===== config.mk =====
export PLATFORM = sky130hd
export DESIGN_NAME = asl_startup
export DESIGN_NICKNAME = d
export VERILOG_FILES = /design/src/asl_timer.v /design/src/asl_startup.v
export VERILOG_INCLUDE_DIRS = /design/src /design/src/src
export SDC_FILE = /design/constraint.sdc
export NUM_CORES = 1
export LEC_CHECK = 0
export BUFFER_PORTS_ARGS = -buffer_cell sky130_fd_sc_hd__buf_2
export CORE_MARGIN = 2
export CORE_UTILIZATION = 45
export CTS_CLUSTER_SIZE = 10
export DETAILED_ROUTE_END_ITERATION = 8
export MAX_ROUTING_LAYER = met4
export PLACE_DENSITY = 0.65
export SLEW_MARGIN = 20
export SYNTH_ARGS = -nofsm -noshare
export SYNTH_HDL_FRONTEND = slang
export SYNTH_SLANG_ARGS = --single-unit

===== constraint.sdc =====
create_clock -name ref_clk -period 6.9 [get_ports ref_clk]
set_clock_uncertainty 0.05 [all_clocks]
set_input_delay 1.035 -clock ref_clk [delete_from_list [all_inputs] [get_ports ref_clk]]
set_output_delay 1.035 -clock ref_clk [all_outputs]
set_load 0.02 [all_outputs]

===== src/asl_map.vh =====
`ifndef ASL_MAP_VH
`define ASL_MAP_VH

// Register byte offsets.
`define ASL_CTRL      8'h00
`define ASL_STATUS    8'h04
`define ASL_PLLCFG    8'h08
`define ASL_VCOTRIM   8'h0C
`define ASL_LINKCFG   8'h10
`define ASL_CALCFG    8'h14
`define ASL_TRIGGER_CLOCK_OUTPUT   8'h18
`define ASL_LINKINFO  8'h1C

// Control register bit positions.
`define ASL_C_SOFTRST  0
`define ASL_C_PLLRST   1
`define ASL_C_VCOCALEN 2
`define ASL_C_LINKEN   3
`define ASL_C_CALEN    4
`define ASL_C_SWTRIG   5
`define ASL_C_PINTRIG  6
`define ASL_C_OVREN    7
`define ASL_C_TRIGOEN  8
`define ASL_CTRL_W     9

// Reset values.
`define ASL_CTRL_RST   9'h03A
`define ASL_PLLCFG_RST 24'h000000
`define ASL_LINK_RST   17'h00000
`define ASL_CAL_RST    17'h00000
`define ASL_VCOBIAS    8'h4A

// Link modes from this value upward use 64B/66B coding.
`define ASL_MODE_66B_MIN 5'h08
`define ASL_MODE8        5'h08
`define ASL_M8_LANES     4'h4
`define ASL_M8_RATEX1000 17'h0_3057

// Timing, in ns, and cycle counts at the clock period.
`define ASL_CLK_NS    40
`define ASL_INIT_NS   2000
`define ASL_VCOCAL_NS 20000
`define ASL_LOCK_NS   10000
`define ASL_CAL_NS    40000
`define ASL_CYC(t) (((t) + `ASL_CLK_NS - 1) / `ASL_CLK_NS)
`define ASL_INIT_CYC   `ASL_CYC(`ASL_INIT_NS)
`define ASL_VCOCAL_CYC `ASL_CYC(`ASL_VCOCAL_NS)
`define ASL_LOCK_CYC   `ASL_CYC(`ASL_LOCK_NS)
`define ASL_CAL_CYC    `ASL_CYC(`ASL_CAL_NS)

`endif


===== src/asl_timer.v =====
`timescale 1ns/100ps
`default_nettype none

module asl_timer #(
  parameter CYC = 16
) (
  input  wire ref_clk,
  input  wire sys_rst,
  input  wire start,
  input  wire halt,
  output wire busy,
  output reg  doneP
);
  reg [12:0] cnt_r;

  // Counts down from CYC after a start; halt aborts without a done pulse.
  always @(posedge ref_clk or posedge sys_rst) begin
    if (sys_rst) begin
      cnt_r <= 13'h0000;
      doneP <= 1'b0;
    end else begin
      doneP <= 1'b0;
      if (halt) begin
        cnt_r <= 13'h0000;
      end else if (start) begin
        cnt_r <= CYC[12:0];
      end else if (cnt_r != 13'h0000) begin
        cnt_r <= cnt_r - 13'h0001;
        doneP <= (cnt_r == 13'h0001);
      end
    end
  end

  assign busy = (cnt_r != 13'h0000);
endmodule // asl_timer

`default_nettype wire


===== src/asl_startup.v =====
// Function
// - Init-done flag set; host polls it.
// - PLL reset release starts calibration, lock.
// - Link enable low halts link machine.
// - Calibration enable low halts calibration.
// - Report VCO calibration done and lock.
// - Foreground calibration on bit or pin rise.
// - Status pin and done bit after calibration.
// - 8B/10B waits for sync; 64B/66B ignores.
// - Data valid needs link up and calibration.
// - Mode 8: four lanes, rate 12.375x.
//
// Register access over APB and the register offsets were left to the implementer.
`timescale 1ns/100ps
`default_nettype none
`include "asl_map.vh"

module asl_startup #(
  parameter INIT_CYC   = `ASL_INIT_CYC,
  parameter VCOCAL_CYC = `ASL_VCOCAL_CYC,
  parameter LOCK_CYC   = `ASL_LOCK_CYC,
  parameter CAL_CYC    = `ASL_CAL_CYC
) (
  input  wire        ref_clk,
  input  wire        sys_rst,
  input  wire        psel,
  input  wire        penable,
  input  wire        pwrite,
  input  wire [7:0]  paddr,
  input  wire [31:0] pwdata,
  output reg  [31:0] prdata,
  output wire        pready,
  output wire        pslverr,
  input  wire        pllEnableStrap,
  input  wire        refInputSelectStrap,
  input  wire        auxClockCfgStrap0,
  input  wire        auxClockCfgStrap1,
  input  wire        powerDownPin,
  input  wire        singleEndedSyncPin,
  input  wire        timestampDiffPins,
  input  wire        calibrationTriggerPin,
  input  wire        overRangeIn,
  output reg         calibrationStatusPin,
  output reg         repeatedRefOutEn,
  output reg         trigClockOutEn,
  output reg  [7:0]  trigOutMode,
  output reg  [23:0] pllDivCfg,
  output reg  [7:0]  vcoTrimValue,
  output reg         linkSendCodeGroups,
  output reg         linkSendData,
  output reg  [4:0]  linkMultiframeLen,
  output reg         dataValid
);
  localparam [2:0] L_HALT = 3'b001;
  localparam [2:0] L_SYNC = 3'b010;
  localparam [2:0] L_DATA = 3'b100;

  reg [`ASL_CTRL_W-1:0] ctrl_r;
  reg [16:0] linkCfg_r;
  reg [16:0] calCfg_r;
  reg        strapDone_r;
  reg        pllUsed_r;
  reg        refSel_r;
  reg [1:0]  auxCfg_r;
  reg        initDone_r;
  reg        vcoDone_r;
  reg        locked_r;
  reg        calDone_r;
  reg        calPin_r;
  reg        pllRstOld_r;
  reg        calEnOld_r;
  reg [2:0]  linkSt_r;
  reg [2:0]  linkSt_nxt;
  reg [31:0] rd;
  reg        mapped;

  wire wrEn    = psel & penable & pwrite;
  wire setup   = psel & ~penable;
  wire softRst = wrEn && paddr == `ASL_CTRL && pwdata[`ASL_C_SOFTRST];
  wire pllRst  = ctrl_r[`ASL_C_PLLRST];
  wire calEn   = ctrl_r[`ASL_C_CALEN];
  wire linkEn  = ctrl_r[`ASL_C_LINKEN];
  wire [4:0] mode = linkCfg_r[4:0];
  wire is66    = (mode >= `ASL_MODE_66B_MIN);
  wire bgMode  = calCfg_r[0];
  wire clkOk   = pllUsed_r ? locked_r : 1'b1;

  // Registers answer in the access cycle with no wait states.
  assign pready  = 1'b1;
  assign pslverr = psel & penable & ~mapped;

  // Straps are caught on the first edge after reset is released.
  always @(posedge ref_clk or posedge sys_rst) begin
    if (sys_rst) begin
      strapDone_r <= 1'b0;
      pllUsed_r   <= 1'b0;
      refSel_r    <= 1'b0;
      auxCfg_r    <= 2'h0;
    end else if (!strapDone_r) begin
      strapDone_r <= 1'b1;
      pllUsed_r   <= pllEnableStrap;
      refSel_r    <= refInputSelectStrap;
      auxCfg_r    <= {auxClockCfgStrap1, auxClockCfgStrap0};
    end
  end

  // Writable configuration; a soft reset restores the defaults.
  always @(posedge ref_clk or posedge sys_rst) begin
    if (sys_rst) begin
      ctrl_r       <= `ASL_CTRL_RST;
      pllDivCfg    <= `ASL_PLLCFG_RST;
      vcoTrimValue <= 8'h00;
      linkCfg_r    <= `ASL_LINK_RST;
      calCfg_r     <= `ASL_CAL_RST;
      trigOutMode  <= 8'h00;
    end else if (softRst) begin
      ctrl_r       <= `ASL_CTRL_RST;
      pllDivCfg    <= `ASL_PLLCFG_RST;
      vcoTrimValue <= 8'h00;
      linkCfg_r    <= `ASL_LINK_RST;
      calCfg_r     <= `ASL_CAL_RST;
      trigOutMode  <= 8'h00;
    end else if (wrEn) begin
      case (paddr)
        `ASL_CTRL:    ctrl_r <= {pwdata[`ASL_CTRL_W-1:1], 1'b0};
        `ASL_PLLCFG:  pllDivCfg <= pwdata[23:0];
        `ASL_VCOTRIM: vcoTrimValue <= pwdata[7:0];
        `ASL_LINKCFG: linkCfg_r <= pwdata[16:0];
        `ASL_CALCFG:  calCfg_r <= pwdata[16:0];
        `ASL_TRIGGER_CLOCK_OUTPUT: trigOutMode <= pwdata[7:0];
        default:      ctrl_r <= ctrl_r;
      endcase
    end
  end

  wire initBusy;
  wire initDoneP;
  wire vcoBusy;
  wire vcoDoneP;
  wire lockBusy;
  wire lockDoneP;
  wire calBusy;
  wire calDoneP;

  // Edge history for the PLL reset release and calibration enable.
  always @(posedge ref_clk or posedge sys_rst) begin
    if (sys_rst) begin
      pllRstOld_r <= 1'b1;
      calEnOld_r  <= 1'b1;  // Matches the enabled reset state, no false edge.
    end else begin
      pllRstOld_r <= pllRst;
      calEnOld_r  <= calEn;
    end
  end

  wire pllRelease = pllRstOld_r & ~pllRst & pllUsed_r & initDone_r;
  wire vcoStart   = pllRelease & ctrl_r[`ASL_C_VCOCALEN];
  wire lockStart  = vcoDoneP | (pllRelease & ~ctrl_r[`ASL_C_VCOCALEN]);
  wire swTrig = wrEn && paddr == `ASL_CTRL &&
                pwdata[`ASL_C_SWTRIG] && !ctrl_r[`ASL_C_SWTRIG];
  wire pinTrig = ctrl_r[`ASL_C_PINTRIG] & calibrationTriggerPin & ~calPin_r;
  wire calReady = calEn & initDone_r & clkOk & ~calBusy;
  wire calStart = calReady & ((~bgMode & (swTrig | pinTrig)) |
                              (bgMode & calEn & ~calEnOld_r));

  // Internal initialization after reset or soft reset.
  asl_timer #(.CYC(INIT_CYC)) u_init (
    .ref_clk (ref_clk),
    .sys_rst (sys_rst),
    .start   (softRst | (strapDone_r & ~initDone_r & ~initBusy)),
    .halt    (1'b0),
    .busy    (initBusy),
    .doneP   (initDoneP)
  );

  // VCO trim calibration, halted while the PLL is held in reset.
  asl_timer #(.CYC(VCOCAL_CYC)) u_vco (
    .ref_clk (ref_clk),
    .sys_rst (sys_rst),
    .start   (vcoStart),
    .halt    (pllRst | softRst),
    .busy    (vcoBusy),
    .doneP   (vcoDoneP)
  );

  // Lock acquisition after calibration or a manual trim.
  asl_timer #(.CYC(LOCK_CYC)) u_lock (
    .ref_clk (ref_clk),
    .sys_rst (sys_rst),
    .start   (lockStart),
    .halt    (pllRst | softRst),
    .busy    (lockBusy),
    .doneP   (lockDoneP)
  );

  // Calibration run, stopped whenever calibration is disabled.
  asl_timer #(.CYC(CAL_CYC)) u_cal (
    .ref_clk (ref_clk),
    .sys_rst (sys_rst),
    .start   (calStart),
    .halt    (~calEn | softRst),
    .busy    (calBusy),
    .doneP   (calDoneP)
  );

  // Status flags; each done event wins over a clear in the same cycle.
  always @(posedge ref_clk or posedge sys_rst) begin
    if (sys_rst) begin
      initDone_r <= 1'b0;
      vcoDone_r  <= 1'b0;
      locked_r   <= 1'b0;
      calDone_r  <= 1'b0;
      calPin_r   <= 1'b0;
    end else begin
      calPin_r <= calibrationTriggerPin;
      if (initDoneP)
        initDone_r <= 1'b1;
      else if (softRst)
        initDone_r <= 1'b0;
      if (vcoDoneP | (pllRelease & ~ctrl_r[`ASL_C_VCOCALEN]))
        vcoDone_r <= 1'b1;
      else if (pllRst | softRst)
        vcoDone_r <= 1'b0;
      if (lockDoneP)
        locked_r <= 1'b1;
      else if (pllRst | softRst)
        locked_r <= 1'b0;
      if (calDoneP)
        calDone_r <= 1'b1;
      else if (calStart | softRst)
        calDone_r <= 1'b0;
    end
  end

  wire syncIn = linkCfg_r[16] ? timestampDiffPins : singleEndedSyncPin;

  // Link state: halted, code-group sync, or sending data.
  always @* begin
    linkSt_nxt = linkSt_r;
    if (!linkEn || !initDone_r) begin
      linkSt_nxt = L_HALT;
    end else begin
      case (linkSt_r)
        L_HALT: linkSt_nxt = is66 ? L_DATA : L_SYNC;
        L_SYNC: linkSt_nxt = (is66 | syncIn) ? L_DATA : L_SYNC;
        L_DATA: linkSt_nxt = (!is66 && !syncIn) ? L_SYNC : L_DATA;
        default: linkSt_nxt = L_HALT;
      endcase
    end
  end

  always @(posedge ref_clk or posedge sys_rst) begin
    if (sys_rst)
      linkSt_r <= L_HALT;
    else
      linkSt_r <= linkSt_nxt;
  end

  // Registered pin and link outputs.
  always @(posedge ref_clk or posedge sys_rst) begin
    if (sys_rst) begin
      calibrationStatusPin <= 1'b0;
      repeatedRefOutEn     <= 1'b0;
      trigClockOutEn       <= 1'b0;
      linkSendCodeGroups   <= 1'b0;
      linkSendData         <= 1'b0;
      linkMultiframeLen    <= 5'h00;
      dataValid            <= 1'b0;
    end else begin
      calibrationStatusPin <= calCfg_r[16] ?
        (overRangeIn & ctrl_r[`ASL_C_OVREN]) : calDone_r;
      repeatedRefOutEn   <= ~powerDownPin;
      trigClockOutEn     <= ctrl_r[`ASL_C_TRIGOEN] & ~powerDownPin;
      linkSendCodeGroups <= (linkSt_nxt == L_SYNC);
      linkSendData       <= (linkSt_nxt == L_DATA);
      linkMultiframeLen  <= is66 ? 5'h00 : linkCfg_r[12:8];
      dataValid <= (linkSt_nxt == L_DATA) & calDone_r;
    end
  end

  // Read decode.
  always @* begin
    rd = 32'h0000_0000;
    mapped = 1'b1;
    case (paddr)
      `ASL_CTRL:     rd[`ASL_CTRL_W-1:0] = ctrl_r;
      `ASL_STATUS:   rd[11:0] = {auxCfg_r, refSel_r & ~pllUsed_r, refSel_r,
                                 pllUsed_r, dataValid, linkSendData,
                                 calBusy, calDone_r, locked_r, vcoDone_r,
                                 initDone_r};
      `ASL_PLLCFG:   rd[23:0] = pllDivCfg;
      `ASL_VCOTRIM:  rd[7:0] = vcoTrimValue;
      `ASL_LINKCFG:  rd[16:0] = linkCfg_r;
      `ASL_CALCFG:   rd[16:0] = calCfg_r;
      `ASL_TRIGGER_CLOCK_OUTPUT:  rd[7:0] = trigOutMode;
      `ASL_LINKINFO: rd = (mode == `ASL_MODE8) ?
                          {11'h000, `ASL_M8_RATEX1000, `ASL_M8_LANES} :
                          32'h0000_0000;
      default:       mapped = 1'b0;
    endcase
  end

  // Read data is captured in the setup cycle for the access cycle.
  always @(posedge ref_clk or posedge sys_rst) begin
    if (sys_rst)
      prdata <= 32'h0000_0000;
    else if (setup && !pwrite)
      prdata <= rd;
  end
endmodule // asl_startup

`default_nettype wire


### After elaboration in Yosys (flattened, before gate mapping)

Cells that the tools add are included.

* output and inout port bits: 85
* bits in registers: 197
* word-level logic and storage cells: 204
* bits of input ports: 54

* $add $sub $neg: 4
* bitwise operators: 45
* reduce and logical (&&, ||, !) cells: 40
* eq/ne operators: 17
* order comparisons: 1
* multiplexer cells: 63

Operators with widths (number)
* $mux 13: 11
* $mux 17: 6
* $mux 24: 3
* $pmux 8 s8: 1
* $eq 13x1->1 const B: 4
* $reduce_bool 13->1: 4
* $sub 13x1->13 const B: 4
* $mux 8: 6
* $eq 8x5->1 const B: 4
* $mux 9: 3
* $and 1x1->1: 24
* $reduce_bool 2->1: 12
* $mux 1: 22
* $pmux 5 s4: 1
* $mux 18: 1
* $eq 8x4->1 const B: 2
* $pmux 3 s5: 1
* $pmux 7 s2: 1
* $not 1->1: 13
* $mux 3: 4
* $reduce_and 2->1: 6
* $pmux 3 s3: 1
* $reduce_bool 3->1: 3
* $eq 8x3->1 const B: 1
* 13 further kinds: 32

### Longest topological paths before layout

* word-level depth: 12
* gate-level depth with buffers: 7
* gate-level depth less buffers: 6

### Hierarchy

A second synthesis with hierarchy kept.

* cell total of the unflattened synthesis: 938
* area total of the unflattened synthesis: 9414.0 sq um

Modules (own cells, without submodules)
* asl_startup: seq. area each 3311.9 sq um, area an instance 6155.9 sq um, cells each 612, times used 1
* asl_timer (u_cal): seq. area each 350.3 sq um, area an instance 845.8 sq um, cells each 82, times used 1
* asl_timer (u_init): seq. area each 350.3 sq um, area an instance 824.5 sq um, cells each 84, times used 1
* asl_timer (u_lock): seq. area each 350.3 sq um, area an instance 798.3 sq um, cells each 80, times used 1
* asl_timer (u_vco): seq. area each 350.3 sq um, area an instance 789.5 sq um, cells each 80, times used 1

### Worst setup path before layout

No wires, ideal clock.

* path type: input to output
* start point: input port paddr[5]
* end point: output port pslverr
* stages on the path: 3
* data required time: 5815 ps
* path slack: 4135 ps
* path buffers: 0
* data arrival time: 1680 ps
* path through: nor3_1 > nand2_1 > and3_1

* longest elaborated chain between the ends: 5
* elaborated cells on any way between the ends: 12
* classes of those cells: 7 x eq/ne; 1 x mux; 2 x bitwise; 2 x reduce/logical

Ends and longest elaborated chain
* start: declaration: RTL line asl_startup.v:29 `input wire [7:0] paddr,`
* $eq 8x5->1, or another cell as far along: RTL line asl_startup.v:285 `case (paddr)`
* $reduce_or 8->1 (no line) (*)
* $mux 1 (*): RTL line asl_startup.v:285
* $not 1->1 (*): RTL line asl_startup.v:90 `assign pslverr = psel & penable & ~mapped;`
* $and 1x1->1 (*): RTL line asl_startup.v:90
* end: declaration: RTL line asl_startup.v:33 `output wire pslverr,`

Every way passes the cells marked *; elsewhere a longest branch is shown, timed or not.

### Final worst setup path

* start point: input port paddr[3]
* end point: register pllDivCfg[22]

* longest elaborated chain between the ends: 5
* elaborated cells on any way between the ends: 8
* classes of those cells: 1 x eq/ne; 1 x mux; 6 x reduce/logical

Ends and longest elaborated chain
* $logic_not 8->1
* $logic_and 1x1->1 (no line)
* $logic_and 1x1->1: RTL line asl_startup.v:79 `` wire softRst = wrEn && paddr == `ASL_CTRL && pwdata[`ASL_C_SOFTRST]; ``
* $reduce_bool 2->1 (no line)
* $reduce_and 2->1 (no line)
* end signal: assignment: RTL line asl_startup.v:111 `` pllDivCfg <= `ASL_PLLCFG_RST; ``
* end signal: assignment: RTL line asl_startup.v:118 `` pllDivCfg <= `ASL_PLLCFG_RST; ``
* end signal: assignment: RTL line asl_startup.v:126 `` `ASL_PLLCFG: pllDivCfg <= pwdata[23:0]; ``
* end: declaration: RTL line asl_startup.v:47 `output reg [23:0] pllDivCfg,`

Parallel ways exist; a longest one is shown, timed or not.
A chain may end at the register's enable or synchronous reset.

==> results.py <==
metrics = {
    "outcome": {
        "outcome": "complete, no violations",
    },
    "worst_setup_path": {
        "crit_path_max_fanout": 30,
        "path_cells": "buf_2, or4b_1, nor3_4, buf_4, mux2i_1, nor2_1",
        "critPathBufInv": 2,
        "arrival_ps": 3600,
        "worstSetupStartpointType": "primary input",
        "worstSetupEndpointType": "flop",
        "path_delay_family": "simple AND/OR/NAND/NOR gates",
        "critPathKind": "primary input to flop",
        "crit_required_ps": 7150,
        "slowest_stage": "or4b_1",
        "critical_path.max_stage_delay_ps": 670,
    },
    "clock_tree": {
        "clk_pin_slew_ps": 70,
        "clock_path_buffers": 2,
        "root_buffer": "clkbuf_16",
        "clock-sinks": 188,
        "cts.htree.levels": 4,
        "cts_setup_buffers": 0,
        "cts_tree": "yes",
        "clock_latency_ps": 440,
        "holdBufCountCts": 0,
        "cts-resized-gates": 0,
        "cts_buffers": 17,
    },
    "logic_synthesis": {
        "synth_xor_area_share_pct": 2.23,
        "synth.avg_cell_area_um2": 10.6,
        "netlist_area_um2": 9440,
        "seq_area_frac_synth_pct": 49.9,
        "synth_top_family_by_area": "simple AND/OR/NAND/NOR gates",
        "yosys-mux-area-fraction_pct": 11.0,
        "dominantRegCellSynth": "dfrtp_1",
        "synth-adder-area-share_pct": 1.33,
        "synth_compound_area_share_pct": 12.7,
        "synthArstFlopShare_pct": 100,
        "ys_types": 83,
        "synth-warning-count": 0,
        "synthSimpleGateAreaFrac_pct": 18.4,
        "synth-edff-count": 0,
        "ys_ff_latch": 188,
        "synthCells": 889,
    },
    "placement": {
        "port_buffers": 121,
        "dpl_cell_area_um2": 10200,
        "place_hpwl_um": 17100,
        "gp_congestion": 0.899,
        "dpl.cell_count": 1242,
    },
    "routing": {
        "wl_per_cell_um": 19.5,
        "ant_nets": 0,
        "dr_total_vias": 7399,
        "first_iter_violations": 627,
        "drt_wl_total_um": 24900,
        "vias_per_cell": 5.80,
        "first_pass_iters": 7,
        "drc_errors": 0,
    },
    "die": {
        "start_util_pct": 46.2,
        "core_um2": 20400,
        "dieWidth_um": 149,
        "io-pin-count": 139,
        "core.rowCount": 52,
        "die_area_um2": 22200,
        "die_h_um": 149,
    },
    "finish": {
        "drive_gt1_share_pct": 21.1,
        "final_net_count": 1055,
        "final_area_um2": 10800,
        "fillers": 1884,
        "fin_cells": 1275,
        "final_cell_mix": "dfrtp_1 (181), buf_2 (121), nor2_1 (112), mux2i_1 (91), nand2_1 (51)",
        "final_common_cell": "dfrtp_1",
        "area_growth_pct": 14.3,
    },
    "pwr": {
        "ir_worst_vdd_mv": 0.175,
        "power.total_mw": 2.84,
        "power.density_nw_per_um2": 263,
        "power_leakage_nw": 5.15,
    },
    "sta": {
        "setup_viol": 0,
        "maxSlewHeadroom_pct": 36.1,
        "period_share_pct": 48.6,
        "max_freq_mhz": 298,
        "min_period_ps": 3360,
        "slew_violations": 0,
        "report.final.hold_viol_count": 0,
        "tightest_slew_ps": 956,
        "setup-tns-final_ps": 0,
        "rsz0062_at_grt": "false",
    },
    "global_route": {
        "grt_pass1_vias": 7071,
        "grt_start_max_net_pins": 130,
        "grt_pass1_wl_um": 39300,
        "grt_antenna_before_repair": 1,
        "grt_overflow": 0,
        "grt_use_total_pct": 23.5,
    },
    "min_path": {
        "hp-class": "flop to flop",
    },
    "flow_run": {
        "cap_violations": 0,
    },
}
-- synthesized netlist by cell type, drive strengths merged, types with 4 or more instances --
cell type	count	area (um^2)
nand3	22	115
a21o	5	37.5
dfstp	7	184
a221oi	4	41.3
and2	8	50.1
or4b	5	50.1
nor2	112	420
mux2	9	101
a21oi	30	150
and3	5	31.3
or3	17	108
nor3	23	143
nor4	21	189
clkbuf	20	76.3
o31ai	6	45.0
or4	14	113
nor4b	4	35.0
o21ai	25	125
a22oi	8	60.1
a22o	15	131
a31oi	7	43.8
xnor2	14	123
inv	23	86.3
nand4	11	68.8
xor2	10	87.6
o22ai	4	25.0
o41ai	4	53.8
a211oi	11	82.6
nand2b	4	25.0
mux2i	91	911
nor2b	6	37.5
o2bb2ai	8	70.1
nand2	51	191
or2	7	43.8
buf	34	250
ha	10	125
dfrtp	181	4530
-- power breakdown --
| part | switching (mW) | internal (mW) | total [mW] |
|---|---|---|---|
| Sequential | 0.140 | 1.21 | 1.35 |
| Combinational | 0.258 | 0.194 | 0.452 |
| Clock | 0.438 | 0.595 | 1.03 |
-- stage by stage --
step	worst slack, ps	hold WS (ps)	utilization, %
final	3540	353	52.8
after CTS	3530	352	52.8
after detailed placement	3080	344	49.8
after global placement	3130	342	49.8
after floorplan	713	328	-
after global routing	3400	363	52.8
-- final cells by class --
| class | count | area (um^2) | area share (%) |
|---|---|---|---|
| Antenna cell | 1 | 2.50 | 0.0232 |
| Timing Repair Buffer | 129 | 666 | 6.17 |
| Clock buffer | 21 | 460 | 4.27 |
| Multi-Input combinational cell | 632 | 4360 | 40.4 |
| Inverter | 23 | 93.8 | 0.869 |
| Clock inverter | 11 | 158 | 1.46 |
| Sequential cell | 188 | 4710 | 43.7 |
| Tap cell | 270 | 338 | 3.13 |
-- kinds of logic after synthesis --
family,Yosys count
AOI/OAI and AO/OA,163
xor gates and xnor gates,24
adders and majority gates,10
buffers and inverters,77
DFF,188
muxes,101
other,2
and+or+nand+nor,324
-- state kept, by name, indices dropped and copies added (netlist names), 3 cells and up --
name	flops
pllDivCfg	24
trigOutMode	8
linkSt_r	3
prdata	24
u_cal.cnt_r	13
ctrl_r	8
linkMultiframeLen	5
linkCfg_r	17
u_lock.cnt_r	13
vcoTrimValue	8
u_vco.cnt_r	13
calCfg_r	17
u_init.cnt_r	13
-- routing by layer --
metal / wire length [um] / vias to the layer above / track usage [%]
li1: - / 3441 / -
met2: 11400 / 241 / 35.2
met3: 1700 / 33 / 5.05
met5: 0 / - / -
met4: 416 / 0 / 6.95
met1: 11400 / 3684 / 32.4
-- final timing paths --
check	endpoint	cells past startpoint	slack, ps	from
min in group asynchronous	u_lock.cnt_r[2]	2	720	sys_rst
worst min-delay path	pllRstOld_r	0	350	ctrl_r[1]
worst max-delay path	pllDivCfg[22]	6	3540	paddr[3]
worst min register to register	pllRstOld_r	0	350	ctrl_r[1]
worst max register to register	u_cal.cnt_r[7]	4	4390	u_cal.cnt_r[2]
max in group asynchronous	u_cal.cnt_r[10]	3	4800	sys_rst
Note: power is estimated with default switching activity, not from simulation.
